$ cat config.mk
export PLATFORM = sky130hd
export DESIGN_NAME = spf_serial_port
export DESIGN_NICKNAME = d
export VERILOG_FILES = /design/src/hw/spf_tick_div.v /design/src/hw/spf_reload_timer.v /design/src/hw/spf_serial_port.v
export VERILOG_INCLUDE_DIRS = /design/src /design/src/include
export SDC_FILE = /design/constraint.sdc
export NUM_CORES = 1
export LEC_CHECK = 0
export BUFFER_PORTS_ARGS = -buffer_cell sky130_fd_sc_hd__buf_2
export CAP_MARGIN = 20
export CORE_MARGIN = 3
export CORE_UTILIZATION = 27
export DETAILED_ROUTE_END_ITERATION = 12
export GPL_TIMING_DRIVEN = 1
export PLACE_DENSITY = 0.54
export SLEW_MARGIN = 10
export SYNTH_ARGS = -nofsm -noshare
export SYNTH_HDL_FRONTEND = slang
export SYNTH_SLANG_ARGS = --single-unit
$ cat constraint.sdc
create_clock -name aclk -period 5.1 [get_ports aclk]
set_input_delay 0.51 -clock aclk [delete_from_list [all_inputs] [get_ports aclk]]
set_output_delay 0.51 -clock aclk [all_outputs]
set_load 0.02 [all_outputs]
$ cat src/include/spf_consts.vh
`ifndef SPF_CONSTS_VH
`define SPF_CONSTS_VH
// byte addresses on the register bus
`define SPF_OFF_CTRL     8'h98
`define SPF_OFF_DATA     8'h99
`define SPF_OFF_PWR      8'h87
`define SPF_OFF_RELOAD   8'hca
`define SPF_OFF_BAUDSRC  8'hc8
`define SPF_OFF_SLAVE_ADDRESS    8'ha9
`define SPF_OFF_SLAVE_ADDRESS_MASK    8'hb9
// serial_control fields
`define SPF_BIT_SM0FE    7
`define SPF_BIT_SM1      6
`define SPF_BIT_AFE      5
`define SPF_BIT_REN      4
`define SPF_BIT_TB8      3
`define SPF_BIT_RB8      2
`define SPF_BIT_TI       1
`define SPF_BIT_RI       0
// power_control fields
`define SPF_BIT_FESEL    6
`define SPF_BIT_DBL      7
// baud source fields
`define SPF_BIT_SRC2     0
`define SPF_BIT_EXTCLK   1
`define SPF_RST_CTRL     8'h00
`define SPF_RST_BYTE     8'h00
`define SPF_RST_RELOAD   16'h0000
// timing: cpu clock per mode-0 bit, mode-2 divisors, oversample
`define SPF_DIV_M0       3'd6
`define SPF_DIV_M2_FAST  6'd16
`define SPF_DIV_M2_SLOW  6'd32
`define SPF_OVERSAMPLE   4'd15
`define SPF_T1_DIV       16'd326
`endif

$ cat src/hw/spf_tick_div.v
module spf_tick_div (
   // clock and reset
   input  wire        aclk,
   input  wire        aresetn,
   // control
   input  wire        en,
   input  wire [15:0] period,
   // one-cycle enable out
   output reg         tick_ff
);
   reg [15:0] cnt_ff;
   always @(posedge aclk) begin
      if (!aresetn) begin
         cnt_ff  <= 16'h0000;
         tick_ff <= 1'b0;
      end else if (!en) begin
         cnt_ff  <= 16'h0000;
         tick_ff <= 1'b0;
      end else if (cnt_ff + 16'h0001 >= period) begin
         cnt_ff  <= 16'h0000;
         tick_ff <= 1'b1;
      end else begin
         cnt_ff  <= cnt_ff + 16'h0001;
         tick_ff <= 1'b0;
      end
   end
endmodule

$ cat src/hw/spf_reload_timer.v
`include "spf_consts.vh"
// counts up from the reload value; tick on each rollover
module spf_reload_timer (
   // clock and reset
   input  wire        aclk,
   input  wire        aresetn,
   // control
   input  wire        inc,
   input  wire [15:0] reload,
   // overflow pulse
   output reg         ovf_ff
);
   reg [15:0] cnt_ff;
   always @(posedge aclk) begin
      if (!aresetn) begin
         cnt_ff <= `SPF_RST_RELOAD;
         ovf_ff <= 1'b0;
      end else begin
         ovf_ff <= 1'b0;
         if (inc) begin
            if (cnt_ff == 16'hffff) begin
               cnt_ff <= reload;
               ovf_ff <= 1'b1;
            end else if (cnt_ff < reload) begin
               // a reload above the count applies at once, no long first lap
               cnt_ff <= reload;
            end else begin
               cnt_ff <= cnt_ff + 16'h0001;
            end
         end
      end
   end
endmodule

$ cat src/hw/spf_serial_port.v
`include "spf_consts.vh"
module spf_serial_port (
   // clock and reset
   input  wire        aclk,
   input  wire        aresetn,
   // axi4-lite write address
   input  wire [7:0]  s_axi_awaddr,
   input  wire        s_axi_awvalid,
   output reg         s_axi_awready,
   // axi4-lite write data
   input  wire [31:0] s_axi_wdata,
   input  wire [3:0]  s_axi_wstrb,
   input  wire        s_axi_wvalid,
   output reg         s_axi_wready,
   // axi4-lite write response
   output reg  [1:0]  s_axi_bresp,
   output reg         s_axi_bvalid,
   input  wire        s_axi_bready,
   // axi4-lite read address
   input  wire [7:0]  s_axi_araddr,
   input  wire        s_axi_arvalid,
   output reg         s_axi_arready,
   // axi4-lite read data
   output reg  [31:0] s_axi_rdata,
   output reg  [1:0]  s_axi_rresp,
   output reg         s_axi_rvalid,
   input  wire        s_axi_rready,
   // serial line and external timer clock pin
   input  wire        rxd_in,
   output reg         rxd_out_ff,
   output reg         rxd_oe_ff,
   output reg         txd_ff,
   input  wire        timer_external_clock_pin
);
   localparam ST_IDLE = 2'd0;
   localparam ST_RUN  = 2'd1;
   reg  [7:0]  ctrl_ff;
   reg         fe_ff;
   reg         sm0_ff;
   reg  [7:0]  pwr_ff;
   reg  [15:0] reload_ff;
   reg  [1:0]  src_ff;
   reg  [7:0]  slave_address_ff;
   reg  [7:0]  slave_address_mask_ff;
   reg  [7:0]  rbuf_ff;
   reg  [7:0]  aw_ff;
   reg  [31:0] wd_ff;
   reg         awh_ff;
   reg         wh_ff;
   reg         t2pin_ff;
   reg  [1:0]  tst_ff;
   reg  [10:0] tsh_ff;
   reg  [3:0]  tbit_ff;
   reg  [3:0]  tph_ff;
   reg  [1:0]  rst_ff;
   reg  [9:0]  rsh_ff;
   reg  [3:0]  rbit_ff;
   reg  [3:0]  rph_ff;
   reg  [2:0]  smp_ff;
   reg         rxd_d_ff;
   wire [1:0]  mode = {sm0_ff, ctrl_ff[`SPF_BIT_SM1]};
   wire        fesel = pwr_ff[`SPF_BIT_FESEL];
   wire        wr_go = awh_ff && wh_ff && !s_axi_bvalid;
   wire        m0_tick;
   wire        m2_tick;
   wire        t1_tick;
   wire        t2_inc;
   wire        t2_ovf;
   wire        t2_x16;
   wire        os_tick;
   // mode 0: clock/6 per bit, shift clock toggles on half bits
   spf_tick_div u_m0 (.aclk(aclk), .aresetn(aresetn), .en(1'b1),
      .period(16'h0003), .tick_ff(m0_tick));
   // mode 2: 16x sample tick at clock/1 or clock/2, so bit is /16 or /32
   spf_tick_div u_m2 (.aclk(aclk), .aresetn(aresetn), .en(1'b1),
      .period(pwr_ff[`SPF_BIT_DBL] ? 16'h0001 : 16'h0002), .tick_ff(m2_tick));
   // primary timer stands in as a fixed divider
   spf_tick_div u_t1 (.aclk(aclk), .aresetn(aresetn), .en(1'b1),
      .period(`SPF_T1_DIV), .tick_ff(t1_tick));
   // secondary timer counts clock or external pin edges
   assign t2_inc = src_ff[`SPF_BIT_EXTCLK] ? (timer_external_clock_pin && !t2pin_ff) : 1'b1;
   spf_reload_timer u_t2 (.aclk(aclk), .aresetn(aresetn), .inc(t2_inc),
      .reload(reload_ff), .ovf_ff(t2_ovf));
   // overflow is already the 16x sample tick: bit = overflow/16
   assign t2_x16 = t2_ovf;
   assign os_tick = (mode == 2'b10) ? m2_tick :
                    (src_ff[`SPF_BIT_SRC2] ? t2_x16 : t1_tick);
   // axi write path
   always @(posedge aclk) begin
      if (!aresetn) begin
         awh_ff        <= 1'b0;
         wh_ff         <= 1'b0;
         aw_ff         <= 8'h00;
         wd_ff         <= 32'h0000_0000;
         s_axi_awready <= 1'b1;
         s_axi_wready  <= 1'b1;
         s_axi_bvalid  <= 1'b0;
         s_axi_bresp   <= 2'b00;
      end else begin
         if (s_axi_awvalid && s_axi_awready) begin
            awh_ff        <= 1'b1;
            aw_ff         <= s_axi_awaddr;
            s_axi_awready <= 1'b0;
         end
         if (s_axi_wvalid && s_axi_wready) begin
            wh_ff        <= 1'b1;
            wd_ff        <= s_axi_wstrb[0] ? s_axi_wdata : 32'h0000_0000;
            s_axi_wready <= 1'b0;
         end
         if (wr_go) begin
            s_axi_bvalid <= 1'b1;
            s_axi_bresp  <= 2'b00;
         end
         if (s_axi_bvalid && s_axi_bready) begin
            s_axi_bvalid  <= 1'b0;
            awh_ff        <= 1'b0;
            wh_ff         <= 1'b0;
            s_axi_awready <= 1'b1;
            s_axi_wready  <= 1'b1;
         end
      end
   end
   // axi read path
   always @(posedge aclk) begin
      if (!aresetn) begin
         s_axi_arready <= 1'b1;
         s_axi_rvalid  <= 1'b0;
         s_axi_rdata   <= 32'h0000_0000;
         s_axi_rresp   <= 2'b00;
      end else if (s_axi_arvalid && s_axi_arready) begin
         s_axi_arready <= 1'b0;
         s_axi_rvalid  <= 1'b1;
         s_axi_rresp   <= 2'b00;
         case (s_axi_araddr)
            `SPF_OFF_CTRL:    s_axi_rdata <= {24'h00_0000, fesel ? fe_ff : sm0_ff,
                                              ctrl_ff[6:0]};
            `SPF_OFF_DATA:    s_axi_rdata <= {24'h00_0000, rbuf_ff};
            `SPF_OFF_PWR:     s_axi_rdata <= {24'h00_0000, pwr_ff};
            `SPF_OFF_RELOAD:  s_axi_rdata <= {16'h0000, reload_ff};
            `SPF_OFF_BAUDSRC: s_axi_rdata <= {30'h0000_0000, src_ff};
            `SPF_OFF_SLAVE_ADDRESS:   s_axi_rdata <= {24'h00_0000, slave_address_ff};
            `SPF_OFF_SLAVE_ADDRESS_MASK:   s_axi_rdata <= {24'h00_0000, slave_address_mask_ff};
            default: begin
               s_axi_rdata <= 32'h0000_0000;
               s_axi_rresp <= 2'b10;
            end
         endcase
      end else if (s_axi_rvalid && s_axi_rready) begin
         s_axi_rvalid  <= 1'b0;
         s_axi_arready <= 1'b1;
      end
   end
   // address filter match for 9-bit frames
   wire [7:0] given = slave_address_ff & slave_address_mask_ff;
   wire [7:0] bcast = slave_address_ff | slave_address_mask_ff;
   // framed modes leave data in [8:1], mode 0 in [9:2]
   wire [7:0] rx_byte = (mode == 2'b00) ? rsh_ff[9:2] : rsh_ff[8:1];
   wire       adr_hit = ((rx_byte & slave_address_mask_ff) == given) ||
                        ((rx_byte & bcast) == bcast);
   // receive completion and filters
   wire       rx_nin = rsh_ff[9];
   wire       flt_ok = !ctrl_ff[`SPF_BIT_AFE] ||
                       ((mode == 2'b01) ? rx_nin : (rx_nin && adr_hit));
   reg        rx_done;
   reg        rx_load;
   reg        tx_done;
   reg        fe_set;
   // register file and flags
   always @(posedge aclk) begin
      if (!aresetn) begin
         ctrl_ff   <= `SPF_RST_CTRL;
         sm0_ff    <= 1'b0;
         fe_ff     <= 1'b0;
         pwr_ff    <= `SPF_RST_BYTE;
         reload_ff <= `SPF_RST_RELOAD;
         src_ff    <= 2'b00;
         slave_address_ff  <= `SPF_RST_BYTE;
         slave_address_mask_ff  <= `SPF_RST_BYTE;
         rbuf_ff   <= `SPF_RST_BYTE;
         t2pin_ff  <= 1'b0;
      end else begin
         t2pin_ff <= timer_external_clock_pin;
         if (wr_go) begin
            case (aw_ff)
               `SPF_OFF_CTRL: begin
                  ctrl_ff[6:0] <= wd_ff[6:0];
                  if (fesel)
                     fe_ff <= wd_ff[7];
                  else
                     sm0_ff <= wd_ff[7];
               end
               `SPF_OFF_PWR:     pwr_ff    <= wd_ff[7:0];
               `SPF_OFF_RELOAD:  reload_ff <= wd_ff[15:0];
               `SPF_OFF_BAUDSRC: src_ff    <= wd_ff[1:0];
               `SPF_OFF_SLAVE_ADDRESS:   slave_address_ff  <= wd_ff[7:0];
               `SPF_OFF_SLAVE_ADDRESS_MASK:   slave_address_mask_ff  <= wd_ff[7:0];
               default: ;
            endcase
         end
         // hardware set wins over a clearing write in the same cycle
         if (tx_done)
            ctrl_ff[`SPF_BIT_TI] <= 1'b1;
         if (rx_load) begin
            ctrl_ff[`SPF_BIT_RI] <= 1'b1;
            rbuf_ff <= rx_byte;
            if (mode != 2'b00)
               ctrl_ff[`SPF_BIT_RB8] <= rx_nin;
         end
         if (fe_set)
            fe_ff <= 1'b1;
      end
   end
   wire tx_start = wr_go && aw_ff == `SPF_OFF_DATA && tst_ff == ST_IDLE;
   wire [3:0] tx_bits = (mode == 2'b00) ? 4'd8 : (mode == 2'b01) ? 4'd10 : 4'd11;
   // transmitter
   always @(posedge aclk) begin
      if (!aresetn) begin
         tst_ff  <= ST_IDLE;
         tsh_ff  <= 11'h7ff;
         tbit_ff <= 4'h0;
         tph_ff  <= 4'h0;
         txd_ff  <= 1'b1;
         tx_done <= 1'b0;
      end else begin
         tx_done <= 1'b0;
         case (tst_ff)
            ST_IDLE: begin
               if (tx_start) begin
                  tst_ff  <= ST_RUN;
                  tbit_ff <= 4'h0;
                  tph_ff  <= 4'h0;
                  if (mode == 2'b00)
                     tsh_ff <= {3'b111, wd_ff[7:0]};
                  else if (mode == 2'b01)
                     tsh_ff <= {2'b11, wd_ff[7:0], 1'b0};
                  else
                     tsh_ff <= {1'b1, ctrl_ff[`SPF_BIT_TB8], wd_ff[7:0], 1'b0};
               end
               if (rst_ff == ST_IDLE)
                  txd_ff <= 1'b1;
               else if (mode == 2'b00 && m0_tick)
                  txd_ff <= rph_ff[0];
            end
            ST_RUN: begin
               if (mode == 2'b00) begin
                  // shift clock on txd: low half then high half of each bit
                  if (m0_tick) begin
                     tph_ff[0] <= ~tph_ff[0];
                     txd_ff    <= tph_ff[0];
                     if (tph_ff[0]) begin
                        tsh_ff  <= {1'b1, tsh_ff[10:1]};
                        tbit_ff <= tbit_ff + 4'h1;
                        if (tbit_ff == 4'd7) begin
                           tst_ff  <= ST_IDLE;
                           tx_done <= 1'b1;
                        end
                     end
                  end
               end else if (os_tick) begin
                  txd_ff <= tsh_ff[0];
                  tph_ff <= tph_ff + 4'h1;
                  if (tph_ff == `SPF_OVERSAMPLE) begin
                     tsh_ff  <= {1'b1, tsh_ff[10:1]};
                     tbit_ff <= tbit_ff + 4'h1;
                     if (tbit_ff == tx_bits - 4'd2 && tph_ff == `SPF_OVERSAMPLE)
                        tx_done <= 1'b1;
                     if (tbit_ff == tx_bits - 4'd1)
                        tst_ff <= ST_IDLE;
                  end
               end
            end
            default: tst_ff <= ST_IDLE;
         endcase
      end
   end
   // rxd driven in mode 0 transmit, else receive
   always @(posedge aclk) begin
      if (!aresetn) begin
         rxd_out_ff <= 1'b1;
         rxd_oe_ff  <= 1'b0;
      end else begin
         rxd_out_ff <= tsh_ff[0];
         rxd_oe_ff  <= (mode == 2'b00) && (tst_ff == ST_RUN);
      end
   end
   wire maj = (smp_ff[0] & smp_ff[1]) | (smp_ff[1] & smp_ff[2]) | (smp_ff[0] & smp_ff[2]);
   wire [3:0] rx_bits = (mode == 2'b01) ? 4'd10 : 4'd11;
   // receiver
   always @(posedge aclk) begin
      if (!aresetn) begin
         rst_ff   <= ST_IDLE;
         rsh_ff   <= 10'h000;
         rbit_ff  <= 4'h0;
         rph_ff   <= 4'h0;
         smp_ff   <= 3'b111;
         rxd_d_ff <= 1'b1;
         rx_load  <= 1'b0;
         fe_set   <= 1'b0;
      end else begin
         rx_load  <= 1'b0;
         fe_set   <= 1'b0;
         rxd_d_ff <= rxd_in;
         case (rst_ff)
            ST_IDLE: begin
               rbit_ff <= 4'h0;
               rph_ff  <= 4'h0;
               if (ctrl_ff[`SPF_BIT_REN]) begin
                  if (mode == 2'b00) begin
                     if (!ctrl_ff[`SPF_BIT_RI] && tst_ff == ST_IDLE)
                        rst_ff <= ST_RUN;
                  end else if (rxd_d_ff && !rxd_in) begin
                     rst_ff <= ST_RUN;
                  end
               end
            end
            ST_RUN: begin
               if (!ctrl_ff[`SPF_BIT_REN]) begin
                  rst_ff <= ST_IDLE;
               end else if (mode == 2'b00) begin
                  if (m0_tick) begin
                     rph_ff[0] <= ~rph_ff[0];
                     // sample on the rising half of the shift clock
                     if (rph_ff[0]) begin
                        rsh_ff  <= {rxd_in, rsh_ff[9:1]};
                        rbit_ff <= rbit_ff + 4'h1;
                        if (rbit_ff == 4'd7) begin
                           rst_ff  <= ST_IDLE;
                           rx_load <= 1'b1;
                        end
                     end
                  end
               end else if (os_tick) begin
                  rph_ff <= rph_ff + 4'h1;
                  if (rph_ff >= 4'd6 && rph_ff <= 4'd8)
                     smp_ff <= {rxd_in, smp_ff[2:1]};
                  if (rph_ff == `SPF_OVERSAMPLE) begin
                     rbit_ff <= rbit_ff + 4'h1;
                     if (rbit_ff == 4'h0) begin
                        if (maj)
                           rst_ff <= ST_IDLE;
                     end else begin
                        rsh_ff <= {maj, rsh_ff[9:1]};
                     end
                  end
                  // stop bit judged at its centre sample; mode 1 also shifts it in here as the final bit
                  if (rbit_ff == rx_bits - 4'd1 && rph_ff == 4'd9) begin
                     rst_ff <= ST_IDLE;
                     if (!maj)
                        fe_set <= 1'b1;
                     if (mode == 2'b01)
                        rsh_ff <= {maj, rsh_ff[9:1]};
                     if (!ctrl_ff[`SPF_BIT_RI] &&
                         ((mode == 2'b01) ? (!ctrl_ff[`SPF_BIT_AFE] || maj) : flt_ok))
                        rx_load <= 1'b1;
                  end
               end
            end
            default: rst_ff <= ST_IDLE;
         endcase
      end
   end
endmodule

**Word-level counts from Yosys, hierarchy flattened**

Index checks and enable logic that the tools add are counted.

- Word-level logic and storage cells: 336
- Bits of input ports: 61
- Memories: 0
- Bits in read-only memories: 0
- Memory bits (writable): 0
- Latch bits: 0
- Register bits after elaboration: 244

- Bitwise gates (word level): 18
- $mul: 0
- Add/sub/neg operators: 11
- Multiplexer cells: 120
- Equal/unequal tests: 58
- Reductions and logical operators: 73
- Divide/modulo/power cells: 0
- Magnitude comparators: 6
- Shift-type cells: 0

Operators with widths:

| kind | number |
|---|---|
| $eq 8x8->1 const B | 14 |
| $pmux 16 s7 | 1 |
| $mux 10 | 10 |
| $mux 11 | 6 |
| $add 16x1->16 const B | 4 |
| $mux 4 | 16 |
| $mux 16 | 3 |
| $mux 2 | 24 |
| $mux 1 | 47 |
| $pmux 4 s2 | 4 |
| $and 8x8->8 | 3 |
| $ne 3x3->1 const B | 8 |
| $reduce_bool 2->1 | 12 |
| $pmux 11 s2 | 1 |
| $reduce_and 2->1 | 10 |
| $reduce_and 4->1 | 5 |
| $logic_and 1x1->1 | 19 |
| $add 4x1->4 const B | 4 |
| $eq 16x16->1 const B | 1 |
| $eq 8x8->1 | 2 |
| $ge 16x2->1 | 1 |
| $ge 16x2->1 const B | 1 |
| $ge 16x9->1 const B | 1 |
| $lt 16x16->1 | 1 |
| other kinds (36) | 88 |

**Longest topological paths before layout**

Gate-level depths: netlist of the first run.

- Word-level depth: 14
- Gate-level depth with buffers: 10

**Cells and area by module**

Synthesis of the first run repeated with hierarchy kept, for this count alone.

- Cell total of the unflattened synthesis: 1,472
- Area total of the unflattened synthesis: 12,700.9 µm²

Modules (own cells, without submodules):

| module | area an instance (µm²) | cells an instance | times used |
|---|---|---|---|
| spf_serial_port | 7,508.5 | 858 | 1 |
| spf_reload_timer | 1,508.9 | 196 | 1 |
| spf_tick_div at u_t1 | 1,277.5 | 147 | 1 |
| spf_tick_div at u_m0 | 1,237.4 | 141 | 1 |
| spf_tick_div at u_m2 | 1,168.6 | 130 | 1 |

**Worst setup path before layout of the first run**

OpenSTA, ideal clock, no wires.

- Kind: reg-to-reg
- Start point: register reload_ff[13]
- End point: register u_t2.cnt_ff[15]
- Stages on the path, launching flop included: 10
- Clock period less this slack: 2,409 ps
- Arrival time: 2,294 ps
- Library setup time: 115 ps
- Path slack: 2,691 ps
- Required time: 4,985 ps
- Cell sequence: dfxtp_1 > inv_1 > ha_1 > nand4_1 > nor4_1 > a22oi_1 > and3_1 > or4_1 > and3_1 > o21a_1

- Word-level cells in the longest chain between the ends: 3

RTL lines:

| what | RTL line | source |
|---|---|---|
| from (decl) | spf_serial_port.v:41 | `reg [15:0] reload_ff;` |
| from (signal assigned) | spf_serial_port.v:175 | `` reload_ff <= `SPF_RST_RELOAD; `` |
| from (signal assigned) | spf_serial_port.v:193 | `` `SPF_OFF_RELOAD: reload_ff <= wd_ff[15:0]; `` |
| $lt 16x16->1 | spf_reload_timer.v:24 | `end else if (cnt_ff < reload) begin` |
| $mux 16 | spf_reload_timer.v:24 |  |
| $mux 16 | spf_reload_timer.v:21 | `if (cnt_ff == 16'hffff) begin` |
| to (signal assigned) | spf_reload_timer.v:22 | `cnt_ff <= reload;` |
| to (signal assigned) | spf_reload_timer.v:26 | `cnt_ff <= reload;` |
| to (signal assigned) | spf_reload_timer.v:28 | `cnt_ff <= cnt_ff + 16'h0001;` |
| to (decl) | spf_reload_timer.v:13 | `reg [15:0] cnt_ff;` |

Every way passes these cells.
A chain may end at the register's enable or synchronous reset.

**Worst setup path in the final report of the first run**

- Start point: register reload_ff[14]
- End point: register u_t2.cnt_ff[15]

The elaborated chain is that of the path after synthesis.

==> run_results.csv, run 1 <==
group,metric,value,unit
status,status,"finished, final reports clean",
logic_synthesis,synth.top_cells.by_area,"dfxtp_1, nand2_1, mux2i_1, a21oi_1, nor2_1",
cts,cts_buffer_depth,3,
global_route,grt_overflow_total,0,
global_route,grt_max_degree,70,
timing,grt_setup_unrepaired,"false",
power_and_ir_drop,p_per_area,331,nW/um^2
min_path,hold_class,"primary input to register",
global_route,antenna_found_initial,1,
global_route,grt_first_pass_wirelength,43.6,mm
timing,hold_viol,0,
timing,fmax,346,MHz
floorplanning,die_area,41800,sq um
cells_and_area,drive_gt1_share,10.2,%
timing,post-route-min-period,2890,ps
detailed_routing,drc,0,
detailed_routing,via_per_inst,4.77,
setup_path,start_kind,"register",
place,hpwlAfterDp,18.6,mm
cts,cts_tree,"built",
logic_synthesis,synth_ff_type,"dfxtp_1",
logic_synthesis,ys_seq_elements,223,
timing,drv_slew,0,
detailed_routing,drtIter0Drc,502,
timing,fin_skew,11.3,ps
cells_and_area,layout_commonest_cell,"dfxtp_1",
place,io_buffer_count,66,
cells_and_area,area_delta_synth_final,16.1,%
detailed_routing,ant_nets,0,
cts,clkTransAtPathRegs,60,ps
detailed_routing,drtPass1Iterations,5,
timing,maxSlewHeadroom,27.8,%
setup_path,end_kind,"register",
cells_and_area,final_cell_mix,"dfxtp_1, nand2_1, nor2_1",
timing,period_share,56.7,%
timing,setup_viol,0,
logic_synthesis,syn_inst,1278,
floorplanning,core,38800,sq um
cts,cts-resized-gates,0,
logic_synthesis,synth_top_area_cell,"dfxtp_1",
detailed_routing,via_count,8945,
logic_synthesis,ys_types,70,
timing,setup_slack,2210,ps
cells_and_area,antenna_cells,0,
floorplanning,start_util,27.4,%
logic_synthesis,synth_area,10600,sq um
detailed_routing,drt_wl_total,26.4,mm
cells_and_area,final_nets,1431,
cts,cts.sinks,223,
cts,worstSkewPairLatency,520,ps
logic_synthesis,syn_avg_cell_area,8.33,sq um
flow_run,cap_violations,0,
logic_synthesis,ys_seq_area_share,41.9,%
cts,ctsHoldBuffers,0,
logic_synthesis,netlist.area_leader.share,41.9,%
power_and_ir_drop,total_power,0.00409,W
global_route,grt_usage,12.4,%
detailed_routing,avgRoutedWirePerCell,14.1,microns
setup_path,arrival,3310,ps
setup_path,cp.required,5510,ps
cts,htree_levels,1,
logic_synthesis,async_reset_ff_share,0,%
place,postPlaceCellArea,11400,sq um
timing,worstMarginPinSlew,1080,ps
setup_path,critPathKind,"register to register",
logic_synthesis,synth_edf_count,0,
cts,cts_root_buf,"clkbuf_16",
power_and_ir_drop,vdd_ir_drop_max,207,uV
place,dp_slack,2230,ps
cts,post-cts-setup-buffers,0,
timing,tns,0,ps
global_route,grt_pass1_vias,8462,
floorplanning,fp.dieH,205,microns
setup_path,crit_fanout,12,
cts,cts-buffers-inserted,26,
place,place_congestion,0.814,
cells_and_area,fin_area,12400,sq um
power_and_ir_drop,p_leak,4.59,nW
floorplanning,io_pins,105,
floorplanning,std_cell_rows,72,
logic_synthesis,yosysWarningCount,0,
floorplanning,dieWidth,205,microns
cells in the mapped netlist (all sizes together), types with 5 or more instances:
library cell  number
mux2i             64
buf               30
nand4             21
a311oi             7
nand3             75
ha                29
inv               37
xor2              18
a22oi             27
a31oi             14
and3              15
nor4               8
nand2            172
nor3b              8
nor2b             11
a211oi            13
nor2             128
or3               10
mux2              10
or2                5
nor3              19
and4               6
a21oi            110
xnor2             22
clkbuf            59
dfxtp            223
o21ai             42
nand2b            10
o21a               6
o211ai            14
and2              11
worst max-delay path, stage by stage, from the launching register on:
cell     delay [ps]
dfxtp_1         380
inv_1            60
ha_1            290
nand4_1         200
nor4_1          320
a22oi_1         160
and3_1          380
or4_1           620
and3_1          210
o21a_1          160
state kept, by name (all words and copies together) (netlist names), 7 cells and up:
register and count:
reload_ff 16, s_axi_rdata 16, u_m0.cnt_ff 16, u_m2.cnt_ff 16, u_t1.cnt_ff 16, u_t2.cnt_ff 16
wd_ff 16, tsh_ff 10, rsh_ff 9, aw_ff 8, pwr_ff 8, rbuf_ff 8
slave_address_ff 8, slave_address_mask_ff 8, ctrl_ff 7
per-layer routing:
layer  track usage (%)  part of all wire (%)  wire, microns  vias to the layer above
met2              20.4                    45          12000                      155
met4              2.48                   1.6            422                        2
met1              17.3                    49          13000                     4186
met5                 0                 0.045             12                        -
met3              1.89                   3.8           1020                       36
li1                  -                     -              -                     4566
metrics by stage:
step / utilization (%) / hold slack [ps] / cells
after floorplan: - / 411 / 1331
after global placement: 29.4 / 422 / 1831
after detailed placement: 29.4 / 425 / 1831
after CTS: 31.8 / 173 / 1877
after global routing: 31.8 / 181 / 1877
final: 31.8 / 197 / 1877
kinds of logic (layout without fill, tap and decap cells):
family,after synthesis,in the layout,share of synthesized area [%]
simple gates,521,521,23.7
mux,74,74,7.08
fa+ha+maj,31,31,3.60
buf+inv,126,154,5.36
flops,223,223,41.9
xor+xnor,40,40,3.29
other cells,1,54,0.0352
compound gates,262,262,15.0
power breakdown:
group	total, W	switching, W	internal [W]
clock	0.00200	0.000724	0.00128
sequential	0.00183	0.0000495	0.00178
combinational	0.000261	0.000178	0.0000825
area by class of cell:
cell class                      count  area [sq um]
Inverter                           37           141
Multi-Input combinational cell    982          5810
Clock buffer                       37           753
Sequential cell                   223          4460
Fill cell                        4072         26500
Clock inverter                      9           178
Tap cell                          518           648
Timing Repair Buffer               71           368
path summary, 6_finish.rpt:
| kind | from | endpoint | slack (ps) | cells after the start |
|---|---|---|---|---|
| setup / recovery | reload_ff[14]$_SDFFE_PN0P_ | u_t2.cnt_ff[15]$_SDFFE_PN0N_ | 2210 | 9 |
| hold / removal | s_axi_wvalid | s_axi_wready$_SDFFE_PP1P_ | 200 | 2 |
| setup reg to reg | reload_ff[14]$_SDFFE_PN0P_ | u_t2.cnt_ff[15]$_SDFFE_PN0N_ | 2210 | 9 |
| hold reg to reg | fe_set$_SDFF_PP0_ | fe_ff$_SDFFE_PN0P_ | 440 | 2 |
(Power assumes the default switching activity.)
==> run 2, diff against run 1 <==
- ABC_AREA: not set -> 1
- PLACE_DENSITY: 0.54 -> 0.55
- clock period: 5.1 -> 2.4 ns (I/O delays scaled with it)
==> run 2 against run 1 <==
Synthesized cell count is 20% higher; final area grew 5.1%; largest power group is now sequential cells; count of clock-buffer cells in the layout grew 1; worst hold slack worse by 180 ps; critical path type unchanged; total power increased by 100%; sequential share of layout area shrank 1.8 points; flip-flop and latch count unchanged; utilization up 0.49 points; die area up 4.1%; highest routed layer is now met4.
==> run_results.csv, run 2 <==
group,metric,value,unit
cells_and_area,utilization,32.3,%
cts,htree_levels,1,
place,dp_slack,347,ps
setup_path,crit_chain,"nor2_4 -> nand2_1 -> nand3_1 -> nand3_2 -> nand2_1 -> nand2_1 -> and3_1",
global_route,grt_overflow_total,0,
timing,drv_slew,0,
status,status,"finished, final reports clean",
timing,maxSlewHeadroom,47.8,%
timing,fmax,484,MHz
cts,post-cts-setup-buffers,0,
setup_path,start_kind,"register",
logic_synthesis,syn_avg_cell_area,7.24,sq um
logic_synthesis,synth_ff_type,"dfxtp_1",
place,io_buffer_count,66,
cts,cts_tree,"built",
timing,setup_slack,334,ps
timing,worstMarginPinSlew,781,ps
floorplanning,fp.dieH,209,microns
cts,worstSkewPairLatency,530,ps
floorplanning,core,40200,sq um
logic_synthesis,synth_top_area_cell,"dfxtp_1",
floorplanning,start_util,27.6,%
cells_and_area,final_cell_mix,"nand2_1, dfxtp_1, inv_1",
setup_path,arrival,2490,ps
cells_and_area,layout_commonest_cell,"nand2_1",
power_and_ir_drop,total_power,0.00833,W
floorplanning,dieWidth,209,microns
setup_path,critPathKind,"register to register",
logic_synthesis,synth.top_cells.by_area,"dfxtp_1, nand2_1, inv_1, a21oi_1, o21ai_0",
floorplanning,std_cell_rows,73,
logic_synthesis,ys_types,54,
cts,cts-resized-gates,0,
cts,clkTransAtPathRegs,60,ps
setup_path,cp.required,2820,ps
logic_synthesis,synth_area,11100,sq um
global_route,grt_max_degree,54,
place,place_congestion,0.860,
timing,fin_skew,6.46,ps
place,postPlaceCellArea,12100,sq um
logic_synthesis,post-synth-top-count-cell,"nand2_1",
cts,cts-buffers-inserted,26,
cts,ctsHoldBuffers,11,
power_and_ir_drop,p_leak,5.54,nW
timing,tns,0,ps
setup_path,cpMaxStageDelayCell,"dfxtp_1",
setup_path,end_kind,"register",
timing,post-route-min-period,2070,ps
global_route,antenna_found_initial,0,
min_path,hold_class,"primary input to register",
cts,cts_root_buf,"clkbuf_16",
logic_synthesis,netlist.area_leader.share,40.3,%
cells_and_area,area_delta_synth_final,17.1,%
logic_synthesis,syn_inst,1532,
global_route,grt_first_pass_wirelength,47.9,mm
detailed_routing,drt_wl_total,29.2,mm
detailed_routing,drc,0,
global_route,grt_usage,13.0,%
place,hpwlAfterDp,21.7,mm
detailed_routing,ant_nets,0,
detailed_routing,via_count,10069,
detailed_routing,avgRoutedWirePerCell,13.4,microns
cells_and_area,fillers,4335,
timing,hold_viol,0,
global_route,grt_pass1_vias,9533,
logic_synthesis,synth_edf_count,0,
setup_path,crit_fanout,16,
setup_path,crit_top_cell,"nand2_1",
detailed_routing,via_per_inst,4.63,
setup_path,r2r_setup_slack,330,ps
timing,period_share,86.1,%
timing,setup_viol,0,
logic_synthesis,synth_common_cells,"nand2_1, dfxtp_1, inv_1",
logic_synthesis,ys_seq_area_share,40.3,%
timing,grt_setup_unrepaired,"false",
setup_path,cpPeakStageDelay,430,ps
cells_and_area,drive_gt1_share,10.9,%
detailed_routing,drtPass1Iterations,5,
logic_synthesis,yosysWarningCount,0,
logic_synthesis,async_reset_ff_share,0,%
cells_and_area,fin_area,13000,sq um
power_and_ir_drop,p_per_area,642,nW/um^2
detailed_routing,drtIter0Drc,467,
cells_and_area,final_nets,1729,
floorplanning,io_pins,105,
cells_and_area,antenna_cells,0,
cts,cts.sinks,223,
power_and_ir_drop,vdd_ir_drop_max,483,uV
floorplanning,die_area,43500,sq um
logic_synthesis,ys_seq_elements,223,
cts,cts_buffer_depth,3,
flow_run,cap_violations,0,
run 2: changes by cell type after synthesis, sizes merged, moves of 16 or more:
| cell | previous run | this run |
|---|---|---|
| a21oi | 110 | 126 |
| o21ai | 42 | 126 |
| clkbuf | 59 | 31 |
| mux2i | 64 | 0 |
| nand2 | 172 | 295 |
| nor3 | 19 | 37 |
| nor2 | 128 | 147 |
| nand3 | 75 | 115 |
| a22oi | 27 | 2 |
| inv | 37 | 196 |
run 2: final cells by class:
type / instances / area [sq um] / share of cell area, %
Inverter: 198 / 744 / 5.73
Sequential cell: 223 / 4460 / 34.4
Tap cell: 525 / 657 / 5.06
Clock inverter: 3 / 17.5 / 0.135
Multi-Input combinational cell: 1090 / 5670 / 43.7
Timing Repair Buffer: 100 / 638 / 4.91
Clock buffer: 38 / 797 / 6.14
run 2: kinds of logic after synthesis:
group / count (synthesis) / share of synthesized area (%)
flip-flops: 223 / 40.3
AO/OA/AOI/OAI: 326 / 16.5
other: 1 / 0.0338
AND/OR/NAND/NOR: 636 / 26.0
buffers and inverters: 272 / 10.4
adder cells (fa/ha/maj): 30 / 3.36
XOR/XNOR: 44 / 3.47
run 2: report_power, final:
group,switching (W),total [W],internal (W)
registers,0.0000881,0.00390,0.00381
logic,0.000459,0.000678,0.000219
clock network,0.00150,0.00376,0.00226
run 2: per-stage QoR:
stage,cells,hold slack (ps)
finish,2177,19.5
global route,2177,30.0
CTS,2177,0.913
detailed placement,2125,443
global placement,2125,424
floorplan,1585,338
run 2: worst paths after layout:
check / startpoint / end / depth (start not counted)
max reg2reg: sm0_ff$_SDFFE_PN0P_ / tph_ff[3]$_SDFFE_PN0P_ / 7
min: s_axi_wdata[12] / wd_ff[12]$_SDFFE_PN0P_ / 3
max: sm0_ff$_SDFFE_PN0P_ / tph_ff[3]$_SDFFE_PN0P_ / 7
min reg2reg: tx_done$_SDFF_PN0_ / ctrl_ff[1]$_SDFFE_PN0P_ / 2
run 2: critical path, delay by kind of cell (launching register included):
kind,cells,cell delay [ps]
flip-flops,1,430
AND/OR/NAND/NOR,7,1530
run 2: routing by layer:
metal	track usage [%]	wire length, microns	up-vias
met5	0	0	-
met4	3.23	693	0
met3	2.12	1530	46
met2	20.7	12400	227
met1	18.5	14500	4606
li1	-	-	5190
==> run 3, diff against run 2 <==
- CAP_MARGIN: 20 -> not set
- PLACE_DENSITY: 0.55 -> 0.54
- clock period: 2.4 -> 2.45 ns (I/O delays scaled with it)
==> run 3 against run 2 <==
Worst hold slack worse by 6.8 ps; wire length is 0.22% higher; combinational power is 3.7% lower; sequential power is 2% lower; cell count is 0.41% higher; die area stayed put; sequential share of layout area is 0.23 points lower; global-route usage is 0.10 points higher.
==> run_results.csv, run 3 (synthesis gave the netlist of run 2 again) <==
group,metric,value,unit
cts,cts-buffers-inserted,27,
timing,hold_viol,0,
global_route,use_met2,20.2,%
cts,ctsHoldBuffers,16,
detailed_routing,drtPass1Iterations,8,
power_and_ir_drop,internal-power,0.00638,W
power_and_ir_drop,p_per_area,647,nW/um^2
flow_run,cap_violations,0,
timing,drv_slew,0,
global_route,use_met3,2.64,%
power_and_ir_drop,total_power,0.00846,W
detailed_routing,via_per_inst,4.60,
floorplanning,dieWidth,209,microns
timing,fin_skew,21.7,ps
floorplanning,io_pins,105,
status,status,"finished, final reports clean",
place,dp_slack,320,ps
setup_path,end_kind,"register",
global_route,antenna_found_initial,0,
setup_path,arrival,2570,ps
global_route,grt_first_pass_wirelength,47.9,mm
floorplanning,start_util,27.6,%
timing,post-route-min-period,2140,ps
cts,cts_root_buf,"clkbuf_16",
setup_path,cp.required,2880,ps
detailed_routing,drc,0,
setup_path,cpPeakStageDelay,570,ps
setup_path,crit_chain,"clkinv_2 -> nand2_4 -> nand2_2 -> nand3_1 -> nand3_2 -> buf_4 -> a21oi_1 -> o21ai_0",
power_and_ir_drop,p_leak,5.57,nW
floorplanning,std_cell_rows,73,
timing,hold_slack,12.6,ps
timing,maxSlewHeadroom,52.8,%
cts,cts_tree,"built",
global_route,use_met1,18.9,%
setup_path,r2r_setup_slack,310,ps
setup_path,crit_fanout,25,
min_path,hold_class,"primary input to register",
cells_and_area,layout_commonest_cell,"nand2_1",
timing,worstMarginPinSlew,708,ps
setup_path,critical-path-top-delay-family,"simple AND/OR/NAND/NOR gates",
power_and_ir_drop,pwr-share-clk,47.2,%
global_route,grt_max_degree,101,
detailed_routing,avgRoutedWirePerCell,13.4,microns
setup_path,cpMaxStageDelayCell,"dfxtp_1",
power_and_ir_drop,seq_power_share,45.1,%
place,place_congestion,0.846,
cells_and_area,final_nets,1732,
global_route,grt_busiest_layer,"met2",
power_and_ir_drop,share_comb_of_total_power,7.7,%
power_and_ir_drop,vdd_ir_drop_max,519,uV
cts,cts_buffer_depth,3,
detailed_routing,drtIter0Drc,573,
global_route,grt_usage,13.1,%
place,hpwlAfterDp,21.6,mm
timing,tns,0,ps
floorplanning,core,40200,sq um
timing,grt_setup_unrepaired,"false",
timing,setup_slack,312,ps
cts,clkTransAtPathRegs,60,ps
cts,htree_levels,1,
timing,setup_viol,0,
timing,fmax,468,MHz
detailed_routing,drt_wl_total,29.2,mm
cts,worstSkewPairLatency,550,ps
cells_and_area,area_delta_synth_final,17.9,%
setup_path,critPathKind,"register to register",
cts,cts.sinks,223,
cells_and_area,antenna_cells,0,
cells_and_area,final_cell_mix,"nand2_1, dfxtp_1, inv_1",
floorplanning,die_area,43500,sq um
cells_and_area,utilization,32.5,%
timing,period_share,87.3,%
power_and_ir_drop,swShare,24.6,%
global_route,grt_pass1_vias,9385,
detailed_routing,via_count,10055,
setup_path,crit_buf_inv,2,
cells_and_area,drive_gt1_share,10.8,%
setup_path,start_kind,"register",
floorplanning,fp.dieH,209,microns
global_route,grt_overflow_total,0,
power_and_ir_drop,power_switching,0.00208,W
cts,post-cts-setup-buffers,0,
detailed_routing,ant_nets,0,
place,io_buffer_count,66,
cts,cts-resized-gates,0,
-- run 3: worst min-delay path: stages --
cell and delay, ps:
buf_2 80, o21ai_0 90, a21oi_1 110
-- run 3: cell type report --
type	count	area [sq um]
fillers	4322	27100
multi-input cells	1090	5670
flip-flops and latches	223	4460
clock buffers	42	802
inverters	198	744
well taps	525	657
repair buffers	102	653
clock inverters	6	86.3
-- run 3: stage by stage --
| step | instances | cell area (sq um) |
|---|---|---|
| floorplan | 1585 | 11300 |
| global placement | 2122 | 12000 |
| detailed placement | 2122 | 12000 |
| CTS | 2186 | 13100 |
| global route | 2186 | 13100 |
| finish | 2186 | 13100 |
-- run 3: worst paths after layout --
check / cells after the start / to / start
setup reg to reg: 8 / tsh_ff[8]$_SDFFE_PN1P_ / sm0_ff$_SDFFE_PN0P_
hold / removal: 3 / aw_ff[1]$_SDFFE_PN0P_ / s_axi_awaddr[1]
hold reg to reg: 2 / ctrl_ff[1]$_SDFFE_PN0P_ / tx_done$_SDFF_PN0_
setup / recovery: 8 / tsh_ff[8]$_SDFFE_PN1P_ / sm0_ff$_SDFFE_PN0P_
-- run 3: power by group through the flow --
stage	clock (W)	sequential (W)	combinational, W
floorplan	0	0.00389	0.000448
global placement	0	0.00389	0.000628
detailed placement	0	0.00389	0.000635
CTS	0.00409	0.00382	0.000656
global route	0.00424	0.00383	0.000746
finish	0.00399	0.00382	0.000653
-- run 3: per-layer routing --
metal,up-vias,wire length (microns)
li1,5201,-
met1,4565,14600
met2,244,12300
met3,45,1720
met4,0,638
met5,-,0
